## src/rcp_pkg.sv

```systemverilog
// Shared constants and types for the receiver configuration packet parser
package rcp_pkg;

  // Frame bytes
  localparam logic [7:0]  START_BYTE    = 8'h10;
  localparam logic [7:0]  PACKET_ID     = 8'h91;
  localparam logic [7:0]  MSG_SUBCODE   = 8'h01;
  localparam logic [7:0]  END_BYTE_1    = 8'h10;
  localparam logic [7:0]  END_BYTE_2    = 8'h03;
  localparam logic [7:0]  FIELD_SKIP    = 8'hFF;

  // Mode codes
  localparam logic [7:0]  MODE_QUERY    = 8'h00;
  localparam logic [7:0]  MODE_SET      = 8'h01;
  localparam logic [7:0]  MODE_RESP     = 8'h02;

  // Byte positions inside a frame
  localparam logic [15:0] POS_PKT_ID    = 16'h0001;
  localparam logic [15:0] POS_SUBCODE   = 16'h0002;
  localparam logic [15:0] POS_LEN_HI    = 16'h0003;
  localparam logic [15:0] POS_LEN_LO    = 16'h0004;
  localparam logic [15:0] POS_MODE      = 16'h0005;
  localparam logic [15:0] POS_MASK_LO   = 16'h0006;
  localparam logic [15:0] POS_MASK_HI   = 16'h0009;
  localparam logic [15:0] POS_ELEV_LO   = 16'h000A;
  localparam logic [15:0] POS_ELEV_HI   = 16'h000D;
  localparam logic [16:0] LEN_POS_BIAS  = 17'h0_0004;

  // Least length that carries each field
  localparam logic [15:0] LEN_WITH_MASK = 16'h0006;
  localparam logic [15:0] LEN_WITH_ELEV = 16'h000A;

  // Reply layout: mode + mask + elevation + checksum
  localparam logic [15:0] REPLY_LEN     = 16'h000A;
  localparam logic [4:0]  TX_POS_CSUM   = 5'h0E;
  localparam logic [4:0]  TX_POS_LAST   = 5'h10;

  // Band enable bits that the receiver acts on; highest elevation mask, 90.0 as a float
  localparam logic [31:0] BAND_SUPPORTED = 32'h00A3_5114;
  localparam logic [31:0] ELEV_MAX_90DEG = 32'h42B4_0000;

  // Register byte offsets
  localparam logic [4:0]  REG_CTRL      = 5'h00;
  localparam logic [4:0]  REG_STATUS    = 5'h04;
  localparam logic [4:0]  REG_MASK      = 5'h08;
  localparam logic [4:0]  REG_BAND      = 5'h0C;
  localparam logic [4:0]  REG_ELEV      = 5'h10;

  // Control fields and reset value
  localparam int          CTRL_PARSE_EN = 0;
  localparam int          CTRL_REPLY_EN = 1;
  localparam int          CTRL_OD_MODE  = 2;
  localparam logic [2:0]  CTRL_RESET    = 3'h3;

  // Stored configuration
  typedef struct packed {
    logic [31:0] mask;
    logic [31:0] elev;
  } rcp_cfg_type;

endpackage : rcp_pkg

```

## src/rcp_parser.sv

```systemverilog
// Receiver configuration packet parser, reply builder and register slave
//
// Added by the designer: the placing of the registers and the Avalon-MM interface to the registers.
`timescale 1ns/1ps
`default_nettype none

module rcp_parser
  import rcp_pkg::*;
#(
  parameter logic [31:0] RST_MASK = BAND_SUPPORTED,
  parameter logic [31:0] RST_ELEV = 32'h0000_0000
) (
  input  wire logic        ref_clk_in,
  input  wire logic        reset_n_in,
  input  wire logic [7:0]  rx_data_in,
  input  wire logic        rx_valid_in,
  output logic      [7:0]  tx_data_out,
  output logic             tx_valid_out,
  input  wire logic        tx_ready_in,
  output logic      [31:0] band_enable_out,
  output logic      [31:0] elev_min_out,
  output logic             elev_apply_out,
  output logic             frame_ok_out,
  output logic             frame_err_out,
  input  wire logic [4:0]  avs_address_in,
  input  wire logic        avs_read_in,
  input  wire logic        avs_write_in,
  input  wire logic [31:0] avs_writedata_in,
  input  wire logic [3:0]  avs_byteenable_in,
  output logic      [31:0] avs_readdata_out,
  output logic             avs_waitrequest_out
);

  typedef enum logic [3:0] {
    RX_IDLE = 4'b0001,
    RX_BODY = 4'b0010,
    RX_DLE1 = 4'b0100,
    RX_DLE2 = 4'b1000
  } rcp_rx_state_type;

  rcp_rx_state_type rx_state_q;
  logic [15:0]      pos_q;
  logic [15:0]      len_q;
  logic [7:0]       mode_q;
  logic [31:0]      mask_buf_q;
  logic [31:0]      elev_buf_q;
  rcp_cfg_type      cfg_q;
  rcp_cfg_type      tx_cfg_q;
  logic [2:0]       ctrl_q;
  logic [7:0]       ok_cnt_q;
  logic [7:0]       err_cnt_q;
  logic             reply_pend_q;
  logic             tx_act_q;
  logic [4:0]       tx_pos_q;
  logic             ack_q;

  logic             rx_take;
  logic             frame_end;
  logic             frame_done;
  logic             frame_bad;
  logic             mode_ok;
  logic             mask_take;
  logic             elev_take;
  logic             tx_start;
  logic             tx_step;
  logic             bus_wr;
  logic [16:0]      end_pos;
  logic [31:0]      ctrl_merge;

  function automatic logic [31:0] be_merge(input logic [31:0] old_v, input logic [31:0] new_v,
                                           input logic [3:0]  be);
    logic [31:0] r;
    r = old_v;
    for (int i = 0; i < 4; i++) begin
      r[i*8 +: 8] = be[i] ? new_v[i*8 +: 8] : old_v[i*8 +: 8];
    end
    return r;
  endfunction : be_merge

  function automatic logic [7:0] reply_byte(input logic [4:0]  p,
                                            input rcp_cfg_type c);
    logic [7:0] b;
    unique case (p)
      5'h00:   b = START_BYTE;
      5'h01:   b = PACKET_ID;
      5'h02:   b = MSG_SUBCODE;
      5'h03:   b = REPLY_LEN[15:8];
      5'h04:   b = REPLY_LEN[7:0];
      5'h05:   b = MODE_RESP;
      5'h06:   b = c.mask[31:24];
      5'h07:   b = c.mask[23:16];
      5'h08:   b = c.mask[15:8];
      5'h09:   b = c.mask[7:0];
      5'h0A:   b = c.elev[31:24];
      5'h0B:   b = c.elev[23:16];
      5'h0C:   b = c.elev[15:8];
      5'h0D:   b = c.elev[7:0];
      5'h0E:   b = PACKET_ID ^ MSG_SUBCODE ^ REPLY_LEN[15:8] ^ REPLY_LEN[7:0] ^ MODE_RESP
                   ^ c.mask[31:24] ^ c.mask[23:16] ^ c.mask[15:8] ^ c.mask[7:0]
                   ^ c.elev[31:24] ^ c.elev[23:16] ^ c.elev[15:8] ^ c.elev[7:0];
      5'h0F:   b = END_BYTE_1;
      5'h10:   b = END_BYTE_2;
      default: b = 8'h00;
    endcase
    return b;
  endfunction : reply_byte

  assign rx_take    = rx_valid_in && ctrl_q[CTRL_PARSE_EN];
  assign end_pos    = {1'b0, len_q} + LEN_POS_BIAS;
  assign frame_end  = (pos_q >= POS_MODE) && ({1'b0, pos_q} == end_pos);
  assign mode_ok    = (mode_q == MODE_QUERY) || (mode_q == MODE_SET);
  assign frame_done = rx_take && (rx_state_q == RX_DLE2)
                      && (rx_data_in == END_BYTE_2) && mode_ok;
  assign frame_bad  = rx_take && (((rx_state_q == RX_DLE1) && (rx_data_in != END_BYTE_1))
                      || ((rx_state_q == RX_DLE2) && ((rx_data_in != END_BYTE_2) || !mode_ok))
                      || ((rx_state_q == RX_BODY) && (pos_q == POS_LEN_LO)
                          && ({len_q[15:8], rx_data_in} == 16'h0000)));
  // All-FF keeps a field; unsigned compare also refuses negative floats
  assign mask_take  = frame_done && (mode_q == MODE_SET) && (len_q >= LEN_WITH_MASK)
                      && (mask_buf_q != {4{FIELD_SKIP}});
  assign elev_take  = frame_done && (mode_q == MODE_SET) && (len_q >= LEN_WITH_ELEV)
                      && (elev_buf_q != {4{FIELD_SKIP}})
                      && (elev_buf_q <= ELEV_MAX_90DEG);
  assign tx_start   = reply_pend_q && !tx_act_q;
  assign tx_step    = tx_valid_out && tx_ready_in;
  assign bus_wr     = avs_write_in && ack_q;
  assign ctrl_merge = be_merge({29'h0000_0000, ctrl_q}, avs_writedata_in, avs_byteenable_in);

  // Frame recogniser
  always_ff @(posedge ref_clk_in or negedge reset_n_in) begin
    if (!reset_n_in) begin
      rx_state_q <= RX_IDLE;
      pos_q      <= 16'h0000;
      len_q      <= 16'h0000;
    end else if (rx_take) begin
      pos_q <= pos_q + 16'h0001;
      unique case (rx_state_q)
        RX_IDLE: begin
          pos_q <= POS_PKT_ID;
          if (rx_data_in == START_BYTE) begin
            rx_state_q <= RX_BODY;
          end
        end
        RX_BODY: begin
          if ((pos_q == POS_PKT_ID && rx_data_in != PACKET_ID)
              || (pos_q == POS_SUBCODE && rx_data_in != MSG_SUBCODE)) begin
            rx_state_q <= RX_IDLE;
          end else if (pos_q == POS_LEN_HI) begin
            len_q[15:8] <= rx_data_in;
          end else if (pos_q == POS_LEN_LO) begin
            len_q[7:0] <= rx_data_in;
            if ({len_q[15:8], rx_data_in} == 16'h0000) begin
              rx_state_q <= RX_IDLE;
            end
          end else if (frame_end) begin
            rx_state_q <= RX_DLE1;
          end
        end
        RX_DLE1: begin
          rx_state_q <= (rx_data_in == END_BYTE_1) ? RX_DLE2 : RX_IDLE;
        end
        RX_DLE2: begin
          rx_state_q <= RX_IDLE;
        end
      endcase
    end
  end

  // Field capture, big-endian
  always_ff @(posedge ref_clk_in or negedge reset_n_in) begin
    if (!reset_n_in) begin
      mode_q     <= 8'h00;
      mask_buf_q <= 32'h0000_0000;
      elev_buf_q <= 32'h0000_0000;
    end else if (rx_take && rx_state_q == RX_BODY && !frame_end) begin
      if (pos_q == POS_MODE) begin
        mode_q <= rx_data_in;
      end
      if (pos_q >= POS_MASK_LO && pos_q <= POS_MASK_HI) begin
        mask_buf_q <= {mask_buf_q[23:0], rx_data_in};
      end
      if (pos_q >= POS_ELEV_LO && pos_q <= POS_ELEV_HI) begin
        elev_buf_q <= {elev_buf_q[23:0], rx_data_in};
      end
    end
  end

  // Stored configuration; a frame commit overrides a same-cycle bus write
  always_ff @(posedge ref_clk_in or negedge reset_n_in) begin
    if (!reset_n_in) begin
      cfg_q  <= '{mask: RST_MASK, elev: RST_ELEV};
      ctrl_q <= CTRL_RESET;
    end else begin
      if (bus_wr && avs_address_in == REG_CTRL) begin
        ctrl_q <= ctrl_merge[2:0];
      end
      if (bus_wr && avs_address_in == REG_MASK) begin
        cfg_q.mask <= be_merge(cfg_q.mask, avs_writedata_in, avs_byteenable_in);
      end
      if (bus_wr && avs_address_in == REG_ELEV
          && be_merge(cfg_q.elev, avs_writedata_in, avs_byteenable_in) <= ELEV_MAX_90DEG) begin
        cfg_q.elev <= be_merge(cfg_q.elev, avs_writedata_in, avs_byteenable_in);
      end
      if (mask_take) begin
        cfg_q.mask <= mask_buf_q;
      end
      if (elev_take) begin
        cfg_q.elev <= elev_buf_q;
      end
    end
  end

  // Outputs towards the tracking logic
  always_ff @(posedge ref_clk_in or negedge reset_n_in) begin
    if (!reset_n_in) begin
      band_enable_out <= 32'h0000_0000;
      elev_min_out    <= 32'h0000_0000;
      elev_apply_out  <= 1'b0;
      frame_ok_out    <= 1'b0;
      frame_err_out   <= 1'b0;
      ok_cnt_q        <= 8'h00;
      err_cnt_q       <= 8'h00;
    end else begin
      band_enable_out <= cfg_q.mask & BAND_SUPPORTED;
      elev_min_out    <= cfg_q.elev;
      elev_apply_out  <= ctrl_q[CTRL_OD_MODE];
      frame_ok_out    <= frame_done;
      frame_err_out   <= frame_bad;
      ok_cnt_q        <= ok_cnt_q + {7'h00, frame_done};
      err_cnt_q       <= err_cnt_q + {7'h00, frame_bad};
    end
  end

  // Reply request; a new frame wins over the clear
  always_ff @(posedge ref_clk_in or negedge reset_n_in) begin
    if (!reset_n_in) begin
      reply_pend_q <= 1'b0;
    end else if (frame_done && ctrl_q[CTRL_REPLY_EN]) begin
      reply_pend_q <= 1'b1;
    end else if (tx_start) begin
      reply_pend_q <= 1'b0;
    end
  end

  // Reply byte stream
  always_ff @(posedge ref_clk_in or negedge reset_n_in) begin
    if (!reset_n_in) begin
      tx_act_q     <= 1'b0;
      tx_pos_q     <= 5'h00;
      tx_cfg_q     <= '0;
      tx_data_out  <= 8'h00;
      tx_valid_out <= 1'b0;
    end else if (tx_start) begin
      tx_act_q     <= 1'b1;
      tx_pos_q     <= 5'h00;
      tx_cfg_q     <= cfg_q;
      tx_data_out  <= START_BYTE;
      tx_valid_out <= 1'b1;
    end else if (tx_step) begin
      if (tx_pos_q == TX_POS_LAST) begin
        tx_act_q     <= 1'b0;
        tx_valid_out <= 1'b0;
      end else begin
        tx_pos_q    <= tx_pos_q + 5'h01;
        tx_data_out <= reply_byte(tx_pos_q + 5'h01, tx_cfg_q);
      end
    end
  end

  // Avalon slave: waitrequest drops one cycle after a request appears
  always_ff @(posedge ref_clk_in or negedge reset_n_in) begin
    if (!reset_n_in) begin
      ack_q               <= 1'b0;
      avs_waitrequest_out <= 1'b1;
      avs_readdata_out    <= 32'h0000_0000;
    end else begin
      ack_q               <= (avs_read_in || avs_write_in) && !ack_q;
      avs_waitrequest_out <= !((avs_read_in || avs_write_in) && !ack_q);
      if (avs_read_in && !ack_q) begin
        unique case (avs_address_in)
          REG_CTRL:   avs_readdata_out <= {29'h0000_0000, ctrl_q};
          REG_STATUS: avs_readdata_out <= {14'h0000, tx_act_q, rx_state_q != RX_IDLE,
                                           err_cnt_q, ok_cnt_q};
          REG_MASK:   avs_readdata_out <= cfg_q.mask;
          REG_BAND:   avs_readdata_out <= band_enable_out;
          REG_ELEV:   avs_readdata_out <= cfg_q.elev;
          default:    avs_readdata_out <= 32'h0000_0000;
        endcase
      end
    end
  end
endmodule : rcp_parser

`default_nettype wire

```

## config.mk

```make
export PLATFORM = sky130hd
export DESIGN_NAME = rcp_parser
export DESIGN_NICKNAME = d
export VERILOG_FILES = /design/src/rcp_pkg.sv /design/src/rcp_parser.sv
export SDC_FILE = /design/constraint.sdc
export NUM_CORES = 1
export LEC_CHECK = 0
export BUFFER_PORTS_ARGS = -buffer_cell sky130_fd_sc_hd__buf_4
export CORE_MARGIN = 1.5
export CORE_UTILIZATION = 64
export DETAILED_ROUTE_END_ITERATION = 16
export PLACE_DENSITY = 0.89
export SETUP_SLACK_MARGIN = 0.5
export SLEW_MARGIN = 20
export SYNTH_ARGS = -nofsm -noshare
export SYNTH_HDL_FRONTEND = slang
export SYNTH_SLANG_ARGS = --single-unit
```

## constraint.sdc

```tcl
create_clock -name ref_clk_in -period 7.95 [get_ports ref_clk_in]
set_input_delay 1.59 -clock ref_clk_in [delete_from_list [all_inputs] [get_ports ref_clk_in]]
set_output_delay 1.59 -clock ref_clk_in [all_outputs]
set_load 0.02 [all_outputs]
```

Word-level counts from Yosys, hierarchy flattened

Index checks and enable logic that the tools add are counted.

Add/sub/neg operators: 5
$lt $le $gt $ge: 9
Eq/ne operators: 45
Multiplexer cells: 34
Bitwise gates (word level): 10
Reductions and logical operators: 70

Operators by type and width:

| cell                                                                                 | number |
|---|---|
| 32-bit one-hot mux with 5 select lines                                               | 1 |
| 32-bit two-way mux                                                                   | 4 |
| 8-bit one-hot mux with 15 select lines                                               | 1 |
| 8-bit two-way mux                                                                    | 11 |
| 32-bit by 31-bit less-or-equal comparator with 1-bit output, second input constant   | 2 |
| 32-bit inequality test, second input constant                                        | 2 |
| 8-bit bitwise XOR                                                                    | 7 |
| 5-bit by 4-bit equality test with 1-bit output, second input constant                | 10 |
| 16-bit by 3-bit greater-or-equal comparator with 1-bit output, second input constant | 3 |
| 16-bit by 2-bit equality test with 1-bit output, second input constant               | 2 |
| 16-bit by 3-bit equality test with 1-bit output, second input constant               | 2 |
| 16-bit by 4-bit greater-or-equal comparator with 1-bit output, second input constant | 2 |
| 16-bit by 4-bit less-or-equal comparator with 1-bit output, second input constant    | 2 |
| 1-bit logical AND                                                                    | 32 |
| 4-bit two-way mux                                                                    | 7 |
| 5-bit by 3-bit equality test with 1-bit output, second input constant                | 5 |
| 2-bit AND reduction                                                                  | 10 |
| 2-bit nonzero test                                                                   | 9 |
| 16-bit by 3-bit adder with 17-bit output, second input constant                      | 1 |
| 16-bit by 17-bit equality test with 1-bit output                                     | 1 |
| 16-bit by 1-bit adder with 16-bit output, second input constant                      | 1 |
| 8-bit by 1-bit adder with 8-bit output                                               | 2 |
| 16-bit by 1-bit equality test with 1-bit output, second input constant               | 1 |
| 16-bit logical NOT                                                                   | 1 |
| other kinds (32)                                                                     | 54 |

Register bits: 348
Input bits: 55
Output and inout port bits: 109
Logic and storage cells: 202

Longest topological paths before layout

Gate-level depths: netlist of the first run.

Depth after elaboration: 12
Mapped depth: 12
Gate-level depth less buffers: 11

Worst setup path before layout of the first run

No wires, ideal clock.

Kind: input-to-reg
From: input port rx_data_in[3]
To: register err_cnt_q[6]
Arrival time: 3.881 ns
Data required time: 7.827 ns
Path slack: 3.947 ns
Cell stages on the path: 11
Path buffers: 0
Cell sequence: or4_4 -> or3_1 -> or4_4 -> inv_1 -> a21oi_1 -> nor2_1 -> ha_1 -> ha_1 -> and3_1 -> nand3_1 -> xnor2_1

Cells in the longest elaborated chain, start to end: 7

RTL lines:

| item                                             | line              | RTL |
|---|---|---|
| start: declaration                               | rcp_parser.sv:15  | `input wire logic [7:0] rx_data_in,` |
| 8-bit by 2-bit inequality test with 1-bit output | rcp_parser.sv:115 | `\|\| ((rx_state_q == RX_DLE2) && ((rx_data_in != END_BYTE_2) \|\| !mode_ok))` |
| 1-bit logical OR                                 | rcp_parser.sv:115 |  |
| 1-bit logical AND                                | rcp_parser.sv:115 |  |
| 1-bit logical OR                                 | rcp_parser.sv:115 |  |
| 1-bit logical OR (*)                             | rcp_parser.sv:116 | `\|\| ((rx_state_q == RX_BODY) && (pos_q == POS_LEN_LO)` |
| 1-bit logical AND (*)                            | rcp_parser.sv:114 | `assign frame_bad = rx_take && (((rx_state_q == RX_DLE1) && (rx_data_in != END_BYTE_1))` |
| net frame_bad                                    | rcp_parser.sv:60  | `logic frame_bad;` |
| 8-bit by 1-bit adder with 8-bit output (*)       | rcp_parser.sv:230 | `err_cnt_q <= err_cnt_q + {7'h00, frame_bad};` |
| end signal: assignment                           | rcp_parser.sv:230 |  |
| end: declaration                                 | rcp_parser.sv:51  | `logic [7:0] err_cnt_q;` |

Mark *: on every way through the listed nets, which the timed path passes. The rest lies on a longest branch.
A chain may end at the register's enable or synchronous reset.

Worst setup path after layout of the first run

Ends and elaborated chain as after synthesis.

==> results of run 1 <==
==> worst max-delay path, cell delays in order <==
cell and delay (ns):
buf_4 0.13, or4_4 0.58, or3_1 0.33, or4_4 0.49
inv_1 0.07, a21oi_1 0.05, nor2_1 0.22, ha_1 0.24
ha_1 0.22, and3_1 0.21, nand3_1 0.10, xnor2_1 0.13
==> metal layers <==
| layer | wire, um | vias to the layer above | track usage, % | part of all wire (%) |
|---|---|---|---|---|
| met5 | 0 | - | 0 | 0 |
| met4 | 3070 | 0 | 19.8 | 6.0 |
| met3 | 5230 | 205 | 7.53 | 10 |
| met2 | 23900 | 970 | 59.1 | 46 |
| met1 | 19400 | 6954 | 50.3 | 38 |
| li1 | - | 6171 | - | - |
==> per-stage QoR <==
stage	cell area (sq um)	total power, mW
5_1_grt	19300	4.56
2_1_floorplan	17000	2.44
3_3_place_gp	18100	2.70
6_report	19300	4.41
3_5_place_dp	18100	2.73
4_1_cts	19300	4.39
==> flip-flops by register name, indices dropped and copies added (netlist names), 3 cells and up <==
register          count
elev_min_out         32
mask_buf_q           32
rx_state_q            4
ok_cnt_q              8
len_q                16
tx_pos_q              5
elev_buf_q           32
pos_q                16
err_cnt_q             8
ctrl_q                3
cfg_q                64
avs_readdata_out     32
band_enable_out       9
tx_cfg_q             64
mode_q                8
tx_data_out           8
==> cells by family (layout without fill, tap and decap cells) <==
group / count (synthesis) / count (layout) / synth area share, %
xor+xnor: 95 / 95 / 4.90
buf+inv: 153 / 257 / 3.99
simple gates: 651 / 651 / 18.3
fa+ha+maj: 16 / 16 / 1.18
compound gates: 290 / 290 / 11.6
other cells: 1 / 23 / 0.0221
flops: 348 / 348 / 51.4
mux: 134 / 134 / 8.60
==> area by class of cell <==
cell class                      count  area share, %
Clock buffer                       55           5.46
Clock inverter                      8          0.596
Timing Repair Buffer              157           6.15
Multi-Input combinational cell   1209           39.7
Inverter                           37          0.720
Tap cell                          335           2.17
Sequential cell                   348           45.2
==> worst min-delay path by stage <==
stage                   start             end  slack [ns]  cells after the start
finish              ctrl_q[2]  elev_apply_out        0.41                      0
global route        ctrl_q[2]  elev_apply_out        0.43                      0
CTS                 ctrl_q[2]  elev_apply_out        0.42                      0
detailed placement  ctrl_q[2]  elev_apply_out        0.40                      0
global placement    ctrl_q[2]  elev_apply_out        0.40                      0
floorplan           ctrl_q[2]  elev_apply_out        0.37                      0
==> placed cells by master (no fill, tap or decap), types with 12 or more instances in the layout <==
cell type  netlist  final
nand2_1        295    295
inv_1           37     37
o221ai_1        17     17
a21oi_1         61     61
a222oi_1        24     24
a31oi_1         20     20
and3_1          19     19
nor2_1          92     92
buf_4           24    156
nand4_1         46     46
a22oi_1         22     22
conb_1           1     23
o21ai_0         71     71
dfrtp_1        335    335
nor4_1          25     25
clkbuf_16        0     37
mux2i_1         46     46
xor2_1          17     17
dfstp_2         13     13
nand3_1         65     65
mux2_2          86     86
or4_1           12     12
xnor2_1         78     78
nor3_1          23     23
ha_1            16     16
clkbuf_1        76     12
==> where the power goes <==
group | switching (mW) | leakage [nW] | internal (mW)
clock network | 0.683 | 0.575 | 1.01
logic | 0.449 | 4.32 | 0.260
registers | 0.157 | 4.72 | 1.85
==> flow_summary.toml, run 1 <==
[status]
status = "complete, no violations"

[drt]
via_per_inst = 6.65
firstDrtPassIters = 7
drc = 0
dr_total_vias = 14300
finalWirelength_um = 51600
drt_iter0_markers = 2017
ant_nets = 0
wl_per_cell_um = 24.0

[critical_path]
worstSetupEndpointType = "flip-flop"
crit_path_max_fanout = 7
start_kind = "primary input"
timing.rr.start = "cfg_q[2]"
rrSetupSlack_ns = 4.49
endpoint = "err_cnt_q[6]"
cp_data_arrival_time_ns = 4.38
r2r.worst_path.cells = 7
worstReg2RegEnd = "cfg_q[7]"
worstSetupStartpoint = "rx_data_in[3]"
cp_data_required_time_ns = 8.36
path_class = "primary input to flip-flop"

[floorplanning]
die_area_sq_um = 27500
start_util_pct = 65.1
io_pins = 164
coreArea_sq_um = 26100
rows = 59
die_y_um = 166
die_w_um = 166

[finish]
drive_gt1_share_pct = 18.0
nets = 1860
fillers = 1738
final_util_pct = 74.1
final_cells = 2149
diodes = 0
area.sequential_sq_um = 8720
area_growth_pct = 13.8
multi_input_area_sq_um = 7660

[yosys]
ys.flop_type = "dfrtp_1"
synth_most_common_cell = "dfrtp_1"
yosysSeqAreaShare_pct = 51.4
ys_warn_count = 0
synth_edf_count = 0
synth.area.top_cells = "dfrtp_1, nand2_1, mux2_2"
syn_avg_cell_area_sq_um = 10.0
synth_top_area_share_pct = 49.4
synth_common_cells = "dfrtp_1, nand2_1, nor2_1, mux2_2, xnor2_1"
async_reset_ff_share_pct = 100
synthesis.area_sq_um = 17000
synth_cell_types = 74
yosysTopAreaCell = "dfrtp_1"
ys_seq_elements = 348
synthesis.instances = 1688

[timing]
max_slew_margin_pct = 28.8
fin_skew_ns = 0.0147
hold_ws_ns = 0.413
drv_slew = 0
timing.final.ws_setup_ns = 3.98
fin_setup_tns_ns = 0
finalSetupViolCount = 0
fmax_mhz = 252
finalHoldViolations = 0
worst_pin_slew_ns = 1.06
finalCritPeriodShare_pct = 50.0
finalWorstPathRequiredPeriod_ns = 3.97
rsz0062_at_grt = "no"

[place]
place_congestion = 1.02
dp_hpwl_um = 36300
dp.cells = 2086
place_ws_ns = 3.29
io_buffers = 140

[cts]
cts_buffers = 36
ctsHoldBuffers = 0
cts.sinks = 348
cts-resized-gates = 0
clock_latency_ns = 0.52
htreeDepth = 2
tritoncts = "done"
cts_root_buffer = "clkbuf_16"
clk_path_buf_depth = 3
post_cts_buffers = 0
clkSlewWorstSetupHoldPaths_ns = 0.06

[power_and_ir_drop]
powerDensity_nw_per_um2 = 229
power.leakage_nw = 9.61
vdd_drop_max_mv = 0.222

[grt]
gr-total-overflow = 0
antenna_found_initial = 0
grt_pass1_wl_um = 81300
grt_pass1_vias = 14100
grt_start_max_net_pins = 125
grt_usage_pct = 37.8

[min_path]
hold_class = "flip-flop to flip-flop"

[run]
cap_violations = 0
No activity file was read; power rests on OpenSTA's default activity.
==> run 2, diff against run 1 <==
CORE_UTILIZATION = 60   (was 64)
PLACE_DENSITY = 0.85   (was 0.89)
clock period = 3.79 ns   (was 7.95 ns; I/O delays follow)
==> run 2 against run 1 <==
Compared with the run above:
- cell count is 3.0% higher
- sequential cell count stayed put
- wire length is 2.2% lower
- clock power is 120% higher
- sequential power is 110% higher
- clock-buffer cell count stayed put
- total power is 120% higher
- first-iteration DRC count is 2.4% lower
- largest cell class unchanged
- largest power group unchanged
- highest routed layer unchanged
==> flow_summary.toml, run 2 (synthesis results as in run 1) <==
[power_and_ir_drop]
powerDensity_nw_per_um2 = 483
power_frac_seq_pct = 44.4
power_frac_clock_pct = 39.6
power.internal_mw = 6.72
share_comb_of_total_power_pct = 16.0
sw_frac_of_total_pct = 29.2
total_power_mw = 9.49
power.leakage_nw = 9.76
net-switching-power_mw = 2.77
vdd_drop_max_mv = 0.420

[finish]
final_cell_mix = "dfrtp_1, nand2_1, buf_4, nor2_1, mux2_2"
final_cells = 2214
final_common_cell = "dfrtp_1"
nets = 1877
final_util_pct = 70.7
drive_gt1_share_pct = 19.1
area_growth_pct = 15.7
fillers = 2005
reg.largest.list = "cfg_q: 64 flops, tx_cfg_q: 64 flops"

[timing]
max_slew_margin_pct = 31.2
fin_setup_tns_ns = 0
finalCritPeriodShare_pct = 84.6
rsz0062_at_grt = "no"
finalHoldViolations = 0
worst_pin_slew_ns = 1.02
fmax_mhz = 312
finalWorstPathRequiredPeriod_ns = 3.21
fin_skew_ns = 0.0182
drv_slew = 0
hold_ws_ns = 0.293
finalSetupViolCount = 0

[floorplanning]
coreArea_sq_um = 27800
die_y_um = 171
die_area_sq_um = 29300
rows = 61
start_util_pct = 61.1
die_w_um = 171
io_pins = 164

[grt]
grt_start_max_net_pins = 102
grt_pass1_wl_um = 78100
grt_pass1_vias = 13700
antenna_found_initial = 3
grt_usage_pct = 34.9
gr-total-overflow = 0

[cts]
cts-resized-gates = 0
tritoncts = "done"
cts_buffers = 37
clock_latency_ns = 0.53
clk_path_buf_depth = 3
htreeDepth = 2
post_cts_buffers = 0
cts.sinks = 348
ctsHoldBuffers = 0
cts_root_buffer = "clkbuf_16"
clkSlewWorstSetupHoldPaths_ns = 0.06

[run]
cap_violations = 0

[drt]
finalWirelength_um = 50500
drt_iter0_markers = 1968
drc = 0
wl_per_cell_um = 22.8
dr_total_vias = 14400
firstDrtPassIters = 7
ant_nets = 0
via_per_inst = 6.52

[place]
dp.cells = 2145
dp_hpwl_um = 35600
io_buffers = 140
place_congestion = 0.985

[critical_path]
worstSetupEndpointType = "flip-flop"
critPathMaxStageDelay_ns = 0.69
crit_path_max_fanout = 9
crit_slowest_cell = "or4b_1"
path_class = "flip-flop to flip-flop"
start_kind = "flip-flop"
cp_data_required_time_ns = 4.21
cp_data_arrival_time_ns = 3.63
crit_chain = "or4_1 > nor3_1 > o21ai_0 > or4b_1 > a21o_1 > and2_0 > o221ai_1"

[min_path]
hold_class = "primary input to async pin"

[status]
status = "complete, no violations"
==> run 2: cell type report <==
type / count / area (sq um) / share of cell area, %
Tap cell: 378 / 473 / 2.41
Clock buffer: 55 / 1120 / 5.69
Multi-Input combinational cell: 1209 / 7660 / 39.0
Sequential cell: 348 / 8720 / 44.4
Timing Repair Buffer: 173 / 1360 / 6.95
Antenna cell: 1 / 2.50 / 0.0127
Clock inverter: 13 / 150 / 0.765
Inverter: 37 / 139 / 0.708
==> run 2: final timing paths <==
check | startpoint | end | slack [ns] | cells past startpoint
setup / recovery | cfg_q[7] | cfg_q[14] | 0.58 | 7
hold / removal | reset_n_in | tx_pos_q[0] | 0.29 | 1
setup reg to reg | cfg_q[7] | cfg_q[14] | 0.58 | 7
hold reg to reg | cfg_q[55] | band_enable_out[23] | 0.44 | 0
max in group asynchronous | reset_n_in | cfg_q[46] | 2.58 | 2
min in group ref_clk_in | cfg_q[55] | band_enable_out[23] | 0.44 | 0
==> run 2: critical path: cells and delay by family, from the launching register on <==
family	cells	cell delay, ns
AO/OA/AOI/OAI	3	0.69
AND/OR/NAND/NOR	4	1.89
flip-flops	1	0.51
==> run 2: per-layer routing <==
layer / vias up / track usage, % / part of all wire, %
met5: - / 0 / 0
met4: 0 / 16.7 / 5.2
met3: 215 / 7.26 / 9.6
met2: 869 / 56.3 / 48
met1: 7143 / 45.3 / 38
li1: 6216 / - / -
==> run 2: power groups by stage <==
stage	clock network, mW	registers [mW]	logic, mW
finish	3.76	4.21	1.52
global route	3.93	4.23	1.65
CTS	3.77	4.20	1.49
detailed placement	0	4.26	1.48
global placement	0	4.25	1.45
floorplan	0	4.14	0.980
==> run 2: metrics by stage <==
step	area (sq um)	setup WS (ns)
after floorplan	17000	0.619
after detailed placement	18400	0.209
after CTS	19600	0.573
after global routing	19600	0.504
final	19600	0.584
after global placement	18400	0.276
